### src/shared/dma_req_pkg.sv
package dma_req_pkg;

   // ****************************************************
   // geometry
   // ****************************************************
   localparam int NUM_CHANNELS = 3;
   localparam int OFFSET_W     = 12;

   // ****************************************************
   // register offsets (byte addresses)
   // ****************************************************
   localparam logic [11:0] SUMMARY_OFFSET    = 12'h360;
   localparam logic [11:0] SRC_SW_OFFSET     = 12'h368;
   localparam logic [11:0] DST_SW_OFFSET     = 12'h370;
   localparam logic [11:0] SRC_SINGLE_OFFSET = 12'h378;
   localparam logic [11:0] DST_SINGLE_OFFSET = 12'h380;
   localparam logic [11:0] EVT_STATUS_OFFSET = 12'h3C0;
   localparam logic [11:0] EVT_MASK_OFFSET   = 12'h3C4;

   // ****************************************************
   // field positions
   // ****************************************************
   localparam int REQ_LSB      = 0;
   localparam int WE_LSB       = 8;
   localparam int SUM_TFR_BIT  = 0;
   localparam int SUM_BLK_BIT  = 1;
   localparam int SUM_SRC_BIT  = 2;
   localparam int SUM_DST_BIT  = 3;
   localparam int SUM_ERR_BIT  = 4;
   localparam int EVT_SRC_SW   = 0;
   localparam int EVT_DST_SW   = 1;
   localparam int EVT_SRC_SGL  = 2;
   localparam int EVT_DST_SGL  = 3;
   localparam int NUM_EVENTS   = 4;

   // ****************************************************
   // reset values
   // ****************************************************
   localparam logic [2:0]  REQ_RESET   = 3'h0;
   localparam logic [3:0]  EVT_RESET   = 4'h0;
   localparam logic [3:0]  MASK_RESET  = 4'h0;
   localparam logic [31:0] RDATA_RESET = 32'h0000_0000;

   // ****************************************************
   // bus encodings
   // ****************************************************
   localparam logic [1:0] HTRANS_NONSEQ = 2'h2;
   localparam logic       HRESP_OKAY    = 1'h0;

   // ****************************************************
   // carriers
   // ****************************************************
   typedef struct packed {
      logic [2:0] err;
      logic [2:0] dst_txn;
      logic [2:0] src_txn;
      logic [2:0] block_done;
      logic [2:0] transfer_done;
   } masked_status_type;

   typedef struct packed {
      logic [2:0] src_sw;
      logic [2:0] dst_sw;
      logic [2:0] src_single;
      logic [2:0] dst_single;
   } request_set_type;

   typedef enum logic [3:0] {
      BUS_IDLE      = 4'h1,
      BUS_WRITE     = 4'h2,
      BUS_READ_WAIT = 4'h4,
      BUS_READ_DONE = 4'h8
   } bus_state_type;

endpackage

### src/core/request_bank.sv
`timescale 1ns/100ps
module request_bank import dma_req_pkg::*; #(
   parameter int CHANNELS = NUM_CHANNELS
) (
   input  wire logic                core_clk_i,
   input  wire logic                rst_n_i,
   input  wire logic                wr_i,
   input  wire logic [CHANNELS-1:0] wr_enable_i,
   input  wire logic [CHANNELS-1:0] wr_value_i,
   input  wire logic [CHANNELS-1:0] ack_i,
   output logic      [CHANNELS-1:0] request_o,
   output logic      [CHANNELS-1:0] served_o
);

   // ****************************************************
   // parameter check
   // ****************************************************
   if (CHANNELS < 1 || CHANNELS > 3) begin : g_bad_channels
      $error("request_bank: CHANNELS must be 1 to 3");
   end

   logic [CHANNELS-1:0] request_reg;
   logic [CHANNELS-1:0] request_next;
   wire  [CHANNELS-1:0] write_mask;

   // only lanes whose enable is set in this write move
   assign write_mask = wr_i ? wr_enable_i : '0;

   // software write wins over a same-cycle acknowledge so a
   // fresh request is never dropped
   assign request_next = (request_reg & ~ack_i & ~write_mask)
                       | (wr_value_i & write_mask);

   // a pending request that the engine retires this cycle
   assign served_o  = request_reg & ack_i & ~write_mask;
   assign request_o = request_reg;

   // request state
   always_ff @(posedge core_clk_i or negedge rst_n_i) begin
      if (!rst_n_i) begin
         request_reg <= REQ_RESET[CHANNELS-1:0];
      end else begin
         request_reg <= request_next;
      end
   end

endmodule

### src/core/dma_sw_handshake_requests.sv
`timescale 1ns/100ps
// What this block does
// - summary bit 2 ORs masked source-transaction status
// - summary bit 1 ORs masked block-done status
// - summary bit 0 ORs masked transfer-done status
// - summary bit 3 ORs masked destination-transaction status
// - source request register at 0x368, bits 2:0
// - source request write enables at bits 10:8
// - destination request register at 0x370, bits 2:0
// - destination request write enables at bits 10:8
// - source single register at 0x378, bits 2:0
// - source single write enables at bits 10:8
// - destination single at 0x380, enables 10:8
// - request registers reset to all zeros
// - destination single bits show active request
module dma_sw_handshake_requests import dma_req_pkg::*; #(
   parameter int CHANNELS = NUM_CHANNELS
) (
   input  wire logic              core_clk_i,
   input  wire logic              rst_n_i,
   input  wire logic              hsel_i,
   input  wire logic [31:0]       haddr_i,
   input  wire logic [1:0]        htrans_i,
   input  wire logic              hwrite_i,
   input  wire logic [2:0]        hsize_i,
   input  wire logic [31:0]       hwdata_i,
   input  wire logic              hready_i,
   output logic      [31:0]       hrdata_o,
   output logic                   hreadyout_o,
   output logic                   hresp_o,
   input  wire masked_status_type masked_status_i,
   input  wire request_set_type   request_ack_i,
   output request_set_type        request_o,
   output logic                   irq_o
);

   // ****************************************************
   // parameter check
   // ****************************************************
   if (CHANNELS != NUM_CHANNELS) begin : g_bad_channels
      $error("dma_sw_handshake_requests: CHANNELS must be 3");
   end

   // ****************************************************
   // helpers
   // ****************************************************

   // request field of a written word
   function automatic logic [2:0] req_field(
      input logic [31:0] data
   );
      req_field = data[REQ_LSB +: 3];
   endfunction

   // write-enable field of a written word
   function automatic logic [2:0] we_field(
      input logic [31:0] data
   );
      we_field = data[WE_LSB +: 3];
   endfunction

   // place request bits in a read word, the rest reads zero
   function automatic logic [31:0] pack_req(
      input logic [2:0] req
   );
      logic [31:0] word;
      word = 32'h0000_0000;
      word[REQ_LSB +: 3] = req;
      pack_req = word;
   endfunction

   // word-aligned offset match
   function automatic logic hit(
      input logic [OFFSET_W-1:0] addr,
      input logic [11:0]         offset
   );
      hit = (addr[OFFSET_W-1:2] == offset[OFFSET_W-1:2]);
   endfunction

   // ****************************************************
   // bus address phase
   // ****************************************************
   bus_state_type         state_reg;
   bus_state_type         state_next;
   logic [OFFSET_W-1:0]   addr_reg;
   logic [31:0]           rdata_reg;
   logic [31:0]           rdata_next;

   wire accept;
   wire [OFFSET_W-1:0] addr_next;

   // a transfer is taken only while the bus is ready; only
   // whole-word singles are expected, other sizes act alike
   assign accept = hsel_i & hready_i
                 & (htrans_i == HTRANS_NONSEQ);
   assign addr_next = accept ? haddr_i[OFFSET_W-1:0]
                             : addr_reg;

   // reads take one wait state so the data leaves a flop and
   // already sees a write made just before it
   always_comb begin
      state_next = BUS_IDLE;
      unique case (state_reg)
         BUS_IDLE, BUS_WRITE, BUS_READ_DONE: begin
            if (accept) begin
               state_next = hwrite_i ? BUS_WRITE
                                     : BUS_READ_WAIT;
            end
         end
         BUS_READ_WAIT: begin
            state_next = BUS_READ_DONE;
         end
         default: begin
            state_next = BUS_IDLE;
         end
      endcase
   end

   // bus state and captured address
   always_ff @(posedge core_clk_i or negedge rst_n_i) begin
      if (!rst_n_i) begin
         state_reg <= BUS_IDLE;
         addr_reg  <= '0;
      end else begin
         state_reg <= state_next;
         addr_reg  <= addr_next;
      end
   end

   // ****************************************************
   // address decode
   // ****************************************************
   wire in_write;
   wire in_read_load;
   wire sel_summary;
   wire sel_src_sw;
   wire sel_dst_sw;
   wire sel_src_sgl;
   wire sel_dst_sgl;
   wire sel_evt_status;
   wire sel_evt_mask;

   assign in_write     = (state_reg == BUS_WRITE);
   assign in_read_load = (state_reg == BUS_READ_WAIT);

   // one select per mapped word
   assign sel_summary    = hit(addr_reg, SUMMARY_OFFSET);
   assign sel_src_sw     = hit(addr_reg, SRC_SW_OFFSET);
   assign sel_dst_sw     = hit(addr_reg, DST_SW_OFFSET);
   assign sel_src_sgl    = hit(addr_reg, SRC_SINGLE_OFFSET);
   assign sel_dst_sgl    = hit(addr_reg, DST_SINGLE_OFFSET);
   assign sel_evt_status = hit(addr_reg, EVT_STATUS_OFFSET);
   assign sel_evt_mask   = hit(addr_reg, EVT_MASK_OFFSET);

   // write strobes, valid while hwdata stands
   wire wr_src_sw;
   wire wr_dst_sw;
   wire wr_src_sgl;
   wire wr_dst_sgl;
   wire wr_evt_mask;

   assign wr_src_sw   = in_write & sel_src_sw;
   assign wr_dst_sw   = in_write & sel_dst_sw;
   assign wr_src_sgl  = in_write & sel_src_sgl;
   assign wr_dst_sgl  = in_write & sel_dst_sgl;
   assign wr_evt_mask = in_write & sel_evt_mask;

   // fields of the written word; bits 31:11 and 7:3 are
   // never looked at by the request registers
   wire [2:0] wr_value;
   wire [2:0] wr_enable;

   assign wr_value  = req_field(hwdata_i);
   assign wr_enable = we_field(hwdata_i);

   // ****************************************************
   // request registers
   // ****************************************************
   request_set_type req_now;
   request_set_type req_served;

   // source software transaction requests
   request_bank #(
      .CHANNELS (CHANNELS)
   ) u_src_sw (
      .core_clk_i  (core_clk_i),
      .rst_n_i     (rst_n_i),
      .wr_i        (wr_src_sw),
      .wr_enable_i (wr_enable),
      .wr_value_i  (wr_value),
      .ack_i       (request_ack_i.src_sw),
      .request_o   (req_now.src_sw),
      .served_o    (req_served.src_sw)
   );

   // destination software transaction requests
   request_bank #(
      .CHANNELS (CHANNELS)
   ) u_dst_sw (
      .core_clk_i  (core_clk_i),
      .rst_n_i     (rst_n_i),
      .wr_i        (wr_dst_sw),
      .wr_enable_i (wr_enable),
      .wr_value_i  (wr_value),
      .ack_i       (request_ack_i.dst_sw),
      .request_o   (req_now.dst_sw),
      .served_o    (req_served.dst_sw)
   );

   // source single transaction requests
   request_bank #(
      .CHANNELS (CHANNELS)
   ) u_src_sgl (
      .core_clk_i  (core_clk_i),
      .rst_n_i     (rst_n_i),
      .wr_i        (wr_src_sgl),
      .wr_enable_i (wr_enable),
      .wr_value_i  (wr_value),
      .ack_i       (request_ack_i.src_single),
      .request_o   (req_now.src_single),
      .served_o    (req_served.src_single)
   );

   // destination single transaction requests
   request_bank #(
      .CHANNELS (CHANNELS)
   ) u_dst_sgl (
      .core_clk_i  (core_clk_i),
      .rst_n_i     (rst_n_i),
      .wr_i        (wr_dst_sgl),
      .wr_enable_i (wr_enable),
      .wr_value_i  (wr_value),
      .ack_i       (request_ack_i.dst_single),
      .request_o   (req_now.dst_single),
      .served_o    (req_served.dst_single)
   );

   // request lines leave straight from the bank flops
   assign request_o = req_now;

   // ****************************************************
   // combined interrupt summary
   // ****************************************************
   wire [31:0] summary_word;

   // each of bits 4:0 is the OR across channels of one masked status; bits 31:5 read zero
   assign summary_word = {
      27'h000_0000,
      |masked_status_i.err,
      |masked_status_i.dst_txn,
      |masked_status_i.src_txn,
      |masked_status_i.block_done,
      |masked_status_i.transfer_done
   };

   // ****************************************************
   // served-request events and interrupt
   // ****************************************************
   logic [NUM_EVENTS-1:0] evt_status_reg;
   logic [NUM_EVENTS-1:0] evt_status_next;
   logic [NUM_EVENTS-1:0] evt_mask_reg;
   logic [NUM_EVENTS-1:0] evt_mask_next;
   logic                  irq_reg;

   wire [NUM_EVENTS-1:0] evt_set;
   wire                  evt_read_clear;

   // one event per register when the engine retires a request
   assign evt_set[EVT_SRC_SW]  = |req_served.src_sw;
   assign evt_set[EVT_DST_SW]  = |req_served.dst_sw;
   assign evt_set[EVT_SRC_SGL] = |req_served.src_single;
   assign evt_set[EVT_DST_SGL] = |req_served.dst_single;

   // the read that returns the status also clears it; a new
   // event in that very cycle survives for the next read
   assign evt_read_clear  = in_read_load & sel_evt_status;
   assign evt_status_next = (evt_read_clear ? '0 : evt_status_reg)
                          | evt_set;
   assign evt_mask_next   = wr_evt_mask
                          ? hwdata_i[NUM_EVENTS-1:0]
                          : evt_mask_reg;

   // sticky status, mask and registered interrupt level
   always_ff @(posedge core_clk_i or negedge rst_n_i) begin
      if (!rst_n_i) begin
         evt_status_reg <= EVT_RESET;
         evt_mask_reg   <= MASK_RESET;
         irq_reg        <= 1'b0;
      end else begin
         evt_status_reg <= evt_status_next;
         evt_mask_reg   <= evt_mask_next;
         irq_reg        <= |(evt_status_next & evt_mask_next);
      end
   end

   assign irq_o = irq_reg;

   // ****************************************************
   // read data
   // ****************************************************

   // unmapped offsets read zero with an OKAY answer
   always_comb begin
      rdata_next = rdata_reg;
      if (in_read_load) begin
         rdata_next = 32'h0000_0000;
         if (sel_summary) begin
            rdata_next = summary_word;
         end else if (sel_src_sw) begin
            rdata_next = pack_req(req_now.src_sw);
         end else if (sel_dst_sw) begin
            rdata_next = pack_req(req_now.dst_sw);
         end else if (sel_src_sgl) begin
            rdata_next = pack_req(req_now.src_single);
         end else if (sel_dst_sgl) begin
            rdata_next = pack_req(req_now.dst_single);
         end else if (sel_evt_status) begin
            rdata_next[NUM_EVENTS-1:0] = evt_status_reg;
         end else if (sel_evt_mask) begin
            rdata_next[NUM_EVENTS-1:0] = evt_mask_reg;
         end
      end
   end

   // read data flop
   always_ff @(posedge core_clk_i or negedge rst_n_i) begin
      if (!rst_n_i) begin
         rdata_reg <= RDATA_RESET;
      end else begin
         rdata_reg <= rdata_next;
      end
   end

   // ****************************************************
   // bus answer
   // ****************************************************
   assign hrdata_o    = rdata_reg;
   assign hreadyout_o = (state_reg != BUS_READ_WAIT);
   assign hresp_o     = HRESP_OKAY;

endmodule

### config.mk
export PLATFORM = sky130hd
export DESIGN_NAME = dma_sw_handshake_requests
export DESIGN_NICKNAME = d
export VERILOG_FILES = /design/src/shared/dma_req_pkg.sv /design/src/core/request_bank.sv /design/src/core/dma_sw_handshake_requests.sv
export SDC_FILE = /design/constraint.sdc
export NUM_CORES = 1
export LEC_CHECK = 0
export BUFFER_PORTS_ARGS = -buffer_cell sky130_fd_sc_hd__buf_2
export CORE_MARGIN = 2
export CORE_UTILIZATION = 46
export CTS_CLUSTER_DIAMETER = 30
export DETAILED_ROUTE_END_ITERATION = 8
export PLACE_DENSITY_LB_ADDON = 0.25
export REMOVE_ABC_BUFFERS = 1
export SETUP_SLACK_MARGIN = 0.2
export SLEW_MARGIN = 20
export SYNTH_ARGS = -nofsm -noshare
export SYNTH_HDL_FRONTEND = slang
export SYNTH_SLANG_ARGS = --single-unit
### constraint.sdc
create_clock -name core_clk_i -period 4.1 [get_ports core_clk_i]
set_input_delay 0.82 -clock core_clk_i [delete_from_list [all_inputs] [get_ports core_clk_i]]
set_output_delay 0.82 -clock core_clk_i [all_outputs]
set_load 0.02 [all_outputs]
Word-level counts from Yosys, hierarchy flattened
Cells that the tools add are included.
{"block": "totals", "latch_bits": 0, "mem_count": 0, "mem_bits_rw": 0, "rom_bits": 0, "ff_bits": 69, "out_inout_bits": 47}
{"block": "op_classes", "div_mod_pow": 0, "bitwise_logic": 42, "reduce_logical": 11, "shift": 0, "n_eq_ne": 13, "mux": 16, "n_lt_le_gt_ge": 0, "n_addsub": 0, "mul": 0}
{"operator": "$eq A10 B8 Y1 const B", "count": 7}
{"operator": "$and A3 B3 Y3", "count": 20}
{"operator": "$mux W4", "count": 8}
{"operator": "$reduce_or A3 Y1", "count": 10}
{"operator": "$not A3 Y3", "count": 8}
{"operator": "$mux W3", "count": 6}
{"operator": "$or A3 B3 Y3", "count": 4}
{"operator": "$and A1 B1 Y1", "count": 8}
{"operator": "$pmux W4 S2", "count": 1}
{"operator": "$mux W5", "count": 1}
{"operator": "$and A4 B4 Y4", "count": 1}
{"operator": "$eq A4 B1 Y1 const B", "count": 1}
{"operator": "$eq A4 B2 Y1 const B", "count": 1}
{"operator": "$eq A4 B3 Y1 const B", "count": 1}
{"operator": "$eq A4 B4 Y1 const B", "count": 1}
{"operator": "$ne A4 B3 Y1 const B", "count": 1}
{"operator": "$or A4 B4 Y4", "count": 1}
{"operator": "$reduce_or A4 Y1", "count": 1}
{"operator": "$eq A2 B2 Y1 const B", "count": 1}

Longest topological paths before layout
{"block": "depth", "ltp_word": 9, "ltp_mapped": 8, "ltp_nobuf": 6}

Hierarchy
From an unflattened synthesis, not the netlist that was laid out.
{"block": "unflattened", "hier_cells": 213, "hier_area_um2": 2358.5}
{"mod": "dma_sw_handshake_requests", "area_per_inst_um2": 1672.9, "instances": 1, "cells_each": 153}
{"mod": "request_bank", "area_per_inst_um2": 171.4, "instances": 4, "cells_each": 15}

Least setup slack after synthesis
OpenSTA, ideal clock, no wires.
{"block": "synth_path", "path_type": "flip-flop to flip-flop", "startpoint": "register state_reg[3]", "endpoint": "register irq_reg, in the netlist irq_o", "arrival_time_ns": 2.326, "required_time_ns": 3.971, "period_less_slack_ns": 2.454, "setup_slack_ns": 1.646, "setup_ns": 0.129, "stages_incl_launch_ff": 9, "path_buffers": 2, "cell_sequence": "dfrtp_1 > buf_6 > or4b_4 > nor3_4 > and3_1 > buf_2 > mux2_2 > o21a_1 > a2111o_1"}
{"block": "synth_via", "word_cells_on_any_way": 29, "classes_between": "eq/ne (2); mux (6); bitwise (16); reduce/logical (5)"}
{"element": "start, declared", "line": "dma_sw_handshake_requests.sv:83", "text": "bus_state_type state_reg;"}
{"element": "start signal, assigned", "line": "dma_sw_handshake_requests.sv:125", "text": "state_reg <= state_next;"}
{"element": "$eq A4 B2 Y1", "line": "dma_sw_handshake_requests.sv:143", "text": "assign in_write = (state_reg == BUS_WRITE);"}
{"element": "$and A1 B1 Y1", "line": "dma_sw_handshake_requests.sv:166", "text": "assign wr_evt_mask = in_write & sel_evt_mask;"}
{"element": "$mux W4", "line": "dma_sw_handshake_requests.sv:280", "text": "? hwdata_i[NUM_EVENTS-1:0]"}
{"element": "via evt_mask_next[3]", "line": "dma_sw_handshake_requests.sv:262", "text": "logic [NUM_EVENTS-1:0] evt_mask_next;"}
{"element": "$and A4 B4 Y4", "line": "dma_sw_handshake_requests.sv:292", "text": "irq_reg <= |(evt_status_next & evt_mask_next);"}
{"element": "$reduce_or A4 Y1", "line": "dma_sw_handshake_requests.sv:292"}
{"element": "end signal, assigned", "line": "dma_sw_handshake_requests.sv:292"}
{"element": "end, declared", "line": "dma_sw_handshake_requests.sv:263", "text": "logic irq_reg;"}
The timed path passes the listed nets, and every way through them passes these cells.
A chain may end at the register's enable or synchronous reset.

Final worst setup path
{"block": "layout_path", "startpoint": "register state_reg[1]", "endpoint": "output hreadyout_o"}
{"block": "layout_via", "elab_chain_cells": 1}
{"element": "$ne A4 B3 Y1", "line": "dma_sw_handshake_requests.sv:338", "text": "assign hreadyout_o = (state_reg != BUS_READ_WAIT);"}
{"element": "end, declared", "line": "dma_sw_handshake_requests.sv:29", "text": "output logic hreadyout_o,"}
Every way passes these cells.

==> impl_metrics.env <==
export IMPL_cp_arrival_ns=1.88
export IMPL_p_seq_share_pct=50.1
export IMPL_holdBufCountCts=0
export IMPL_clk_pin_slew_ns=0.07
export IMPL_ios=148
export IMPL_ctsResizeCount=0
export IMPL_start_util_pct=47.0
export IMPL_root_buffer="clkbuf_8"
export IMPL_yosys_cell_types_count=56
export IMPL_fin_nets=408
export IMPL_outcome="complete, no violations"
export IMPL_synth_main_ff_cell="dfrtp_1"
export IMPL_power_density_mw_per_mm2=355
export IMPL_vias=1983
export IMPL_viasPerCell=5.25
export IMPL_dieArea_mm2=0.00575
export IMPL_globalRouteTotalUtil_pct=21.5
export IMPL_p_leak_nw=1.32
export IMPL_drive_above_1_share_pct=33.4
export IMPL_period_needed_ns=2.70
export IMPL_path_max_fanout=8
export IMPL_overflow=0
export IMPL_power_frac_comb_pct=22.3
export IMPL_path_class="flip-flop to output port"
export IMPL_ys_ff_latch=40
export IMPL_maxCapViolCount=0
export IMPL_ir_worst_vdd_mv=0.202
export IMPL_num_antenna_cells=0
export IMPL_hold_class="flip-flop to flip-flop"
export IMPL_wirelength_um=5490
export IMPL_finalHoldViolations=0
export IMPL_finalSetupViolCount=0
export IMPL_crit_required_ns=3.28
export IMPL_drc_errors=0
export IMPL_portBuffers=69
export IMPL_reg2reg_slack_ns=1.51
export IMPL_tritoncts_num_buffers=5
export IMPL_tightestPinTransition_ns=0.882
export IMPL_area_delta_synth_final_pct=16.2
export IMPL_synth_top_area_share_pct=41.1
export IMPL_fin_tns_setup_ns=0
export IMPL_rows=26
export IMPL_synth_cells=237
export IMPL_post_place_cells=370
export IMPL_ant_nets=0
export IMPL_gp_congestion=0.887
export IMPL_grt_first_pass_wirelength_um=9170
export IMPL_synth_largest_area_cell="dfrtp_1"
export IMPL_syn_area_per_cell_um2=10.0
export IMPL_die_width_um=75.8
export IMPL_syn_area_mm2=0.00237
export IMPL_max_slew_margin_pct=40.3
export IMPL_end_kind="output port"
export IMPL_largest_register_ffs=10
export IMPL_grt_max_degree=41
export IMPL_switching_power_w=0.000311
export IMPL_dp_hpwl_um=4340
export IMPL_antenna_found_initial=0
export IMPL_coreArea_mm2=0.00504
export IMPL_stdcell_count=378
export IMPL_fill_cells=473
export IMPL_netSwitchingFraction_pct=31.7
export IMPL_synth_async_reset_ratio_pct=100
export IMPL_mostFrequentLayoutCells="69 x buf_2, 39 x dfrtp_1, 28 x conb_1"
export IMPL_cts_htree_levels=2
export IMPL_insertion_delay_ns=0.29
export IMPL_wire_per_inst_um=14.5
export IMPL_slew_viol_final=0
export IMPL_cellInternalPower_w=0.000669
export IMPL_yosys_warnings=0
export IMPL_pwr_share_clk_pct=27.6
export IMPL_chipHeight_um=75.8
export IMPL_synth_area_leaders="dfrtp_1 41%, buf_4 9.2%, mux2_2 7.1%, nand2_1 3.2%, o21ai_0 3.0%"
export IMPL_cts_buffer_depth=2
export IMPL_drt_iter0_drc=104
export IMPL_ys_seq_area_share_pct=42.2
export IMPL_first_pass_iters=4
export IMPL_fmax_mhz=371
export IMPL_rsz0062_at_grt="false"
export IMPL_layout_commonest_cell="buf_2"
export IMPL_finalCritPeriodShare_pct=65.7
export IMPL_whs_ns=0.474
export IMPL_fin_skew_ns=0.00238
export IMPL_worst_setup_path_start_kind="flip-flop"
export IMPL_cts_setup_buffers=0
export IMPL_grt_pass1_vias=1902
export IMPL_cts_tree="built"
export IMPL_cts_sinks=40
export IMPL_synth_edf_count=0
synthesized netlist by cell type, types with 5 or more instances:
cell	instances
buf_4	29
a32oi_1	6
nand3_1	13
inv_1	5
dfrtp_1	39
nand2_1	20
nand3b_1	8
mux2_2	15
o21ai_0	14
nor2_1	6
a21oi_1	9
power by group through the flow:
stage	sequential, W	clock [W]	combinational [W]
global placement	0.000496	0	0.000216
floorplan	0.000519	0	0.000110
finish	0.000490	0.000271	0.000219
detailed placement	0.000498	0	0.000221
CTS	0.000491	0.000276	0.000221
global route	0.000498	0.000300	0.000246
path summary, 6_finish.rpt:
check | from | end | depth (start not counted)
min in group asynchronous | rst_n_i | state_reg[2]$_DFF_PN0_ | 1
hold / removal | hrdata_o[4]$_DFFE_PN0N_ | hrdata_o[4]$_DFFE_PN0N_ | 2
hold reg to reg | hrdata_o[4]$_DFFE_PN0N_ | hrdata_o[4]$_DFFE_PN0N_ | 2
setup / recovery | state_reg[1]$_DFF_PN0_ | hreadyout_o | 3
setup reg to reg | state_reg[3]$_DFF_PN0_ | irq_o$_DFF_PN0_ | 6
max in group asynchronous | rst_n_i | evt_mask_reg[3]$_DFF_PN0_ | 1
critical path, stage by stage (launching register included):
cell	delay, ns
dfrtp_1	0.46
nor4b_2	0.66
inv_1	0.24
buf_2	0.23
stage by stage:
step	worst slack [ns]	total power (W)	util (%)	cell area, µm²
floorplan	1.61	0.000629	-	2230
global placement	1.52	0.000712	52.9	2670
detailed placement	1.53	0.000718	52.9	2670
CTS	1.38	0.000987	54.7	2760
global route	1.21	0.00104	54.7	2760
finish	1.40	0.000980	54.7	2760
layout make-up:
type,count,area [µm²],area share [%]
flip-flops and latches,40,1000,36.4
clock buffers,8,90.1,3.27
well taps,70,87.6,3.18
repair buffers,70,353,12.8
multi-input cells,185,1200,43.7
inverters,5,18.8,0.681
per-layer routing:
metal	global-route usage [%]	up-vias	wire length (µm)
met3	4.63	8	370
met1	30.2	927	2520
met4	5.26	0	59
met2	33.9	89	2550
met5	0	-	0
li1	-	959	-
cells by family (layout without fill, tap and decap cells):
group	after synthesis	in the layout	synth area share, %
compound gates	53	53	15.4
buf+inv	39	83	11.2
xor+xnor	1	1	0.369
simple gates	85	85	22.2
mux	18	18	8.39
flops	40	40	42.2
other cells	1	28	0.158
Power figures use the tool's default switching activity.
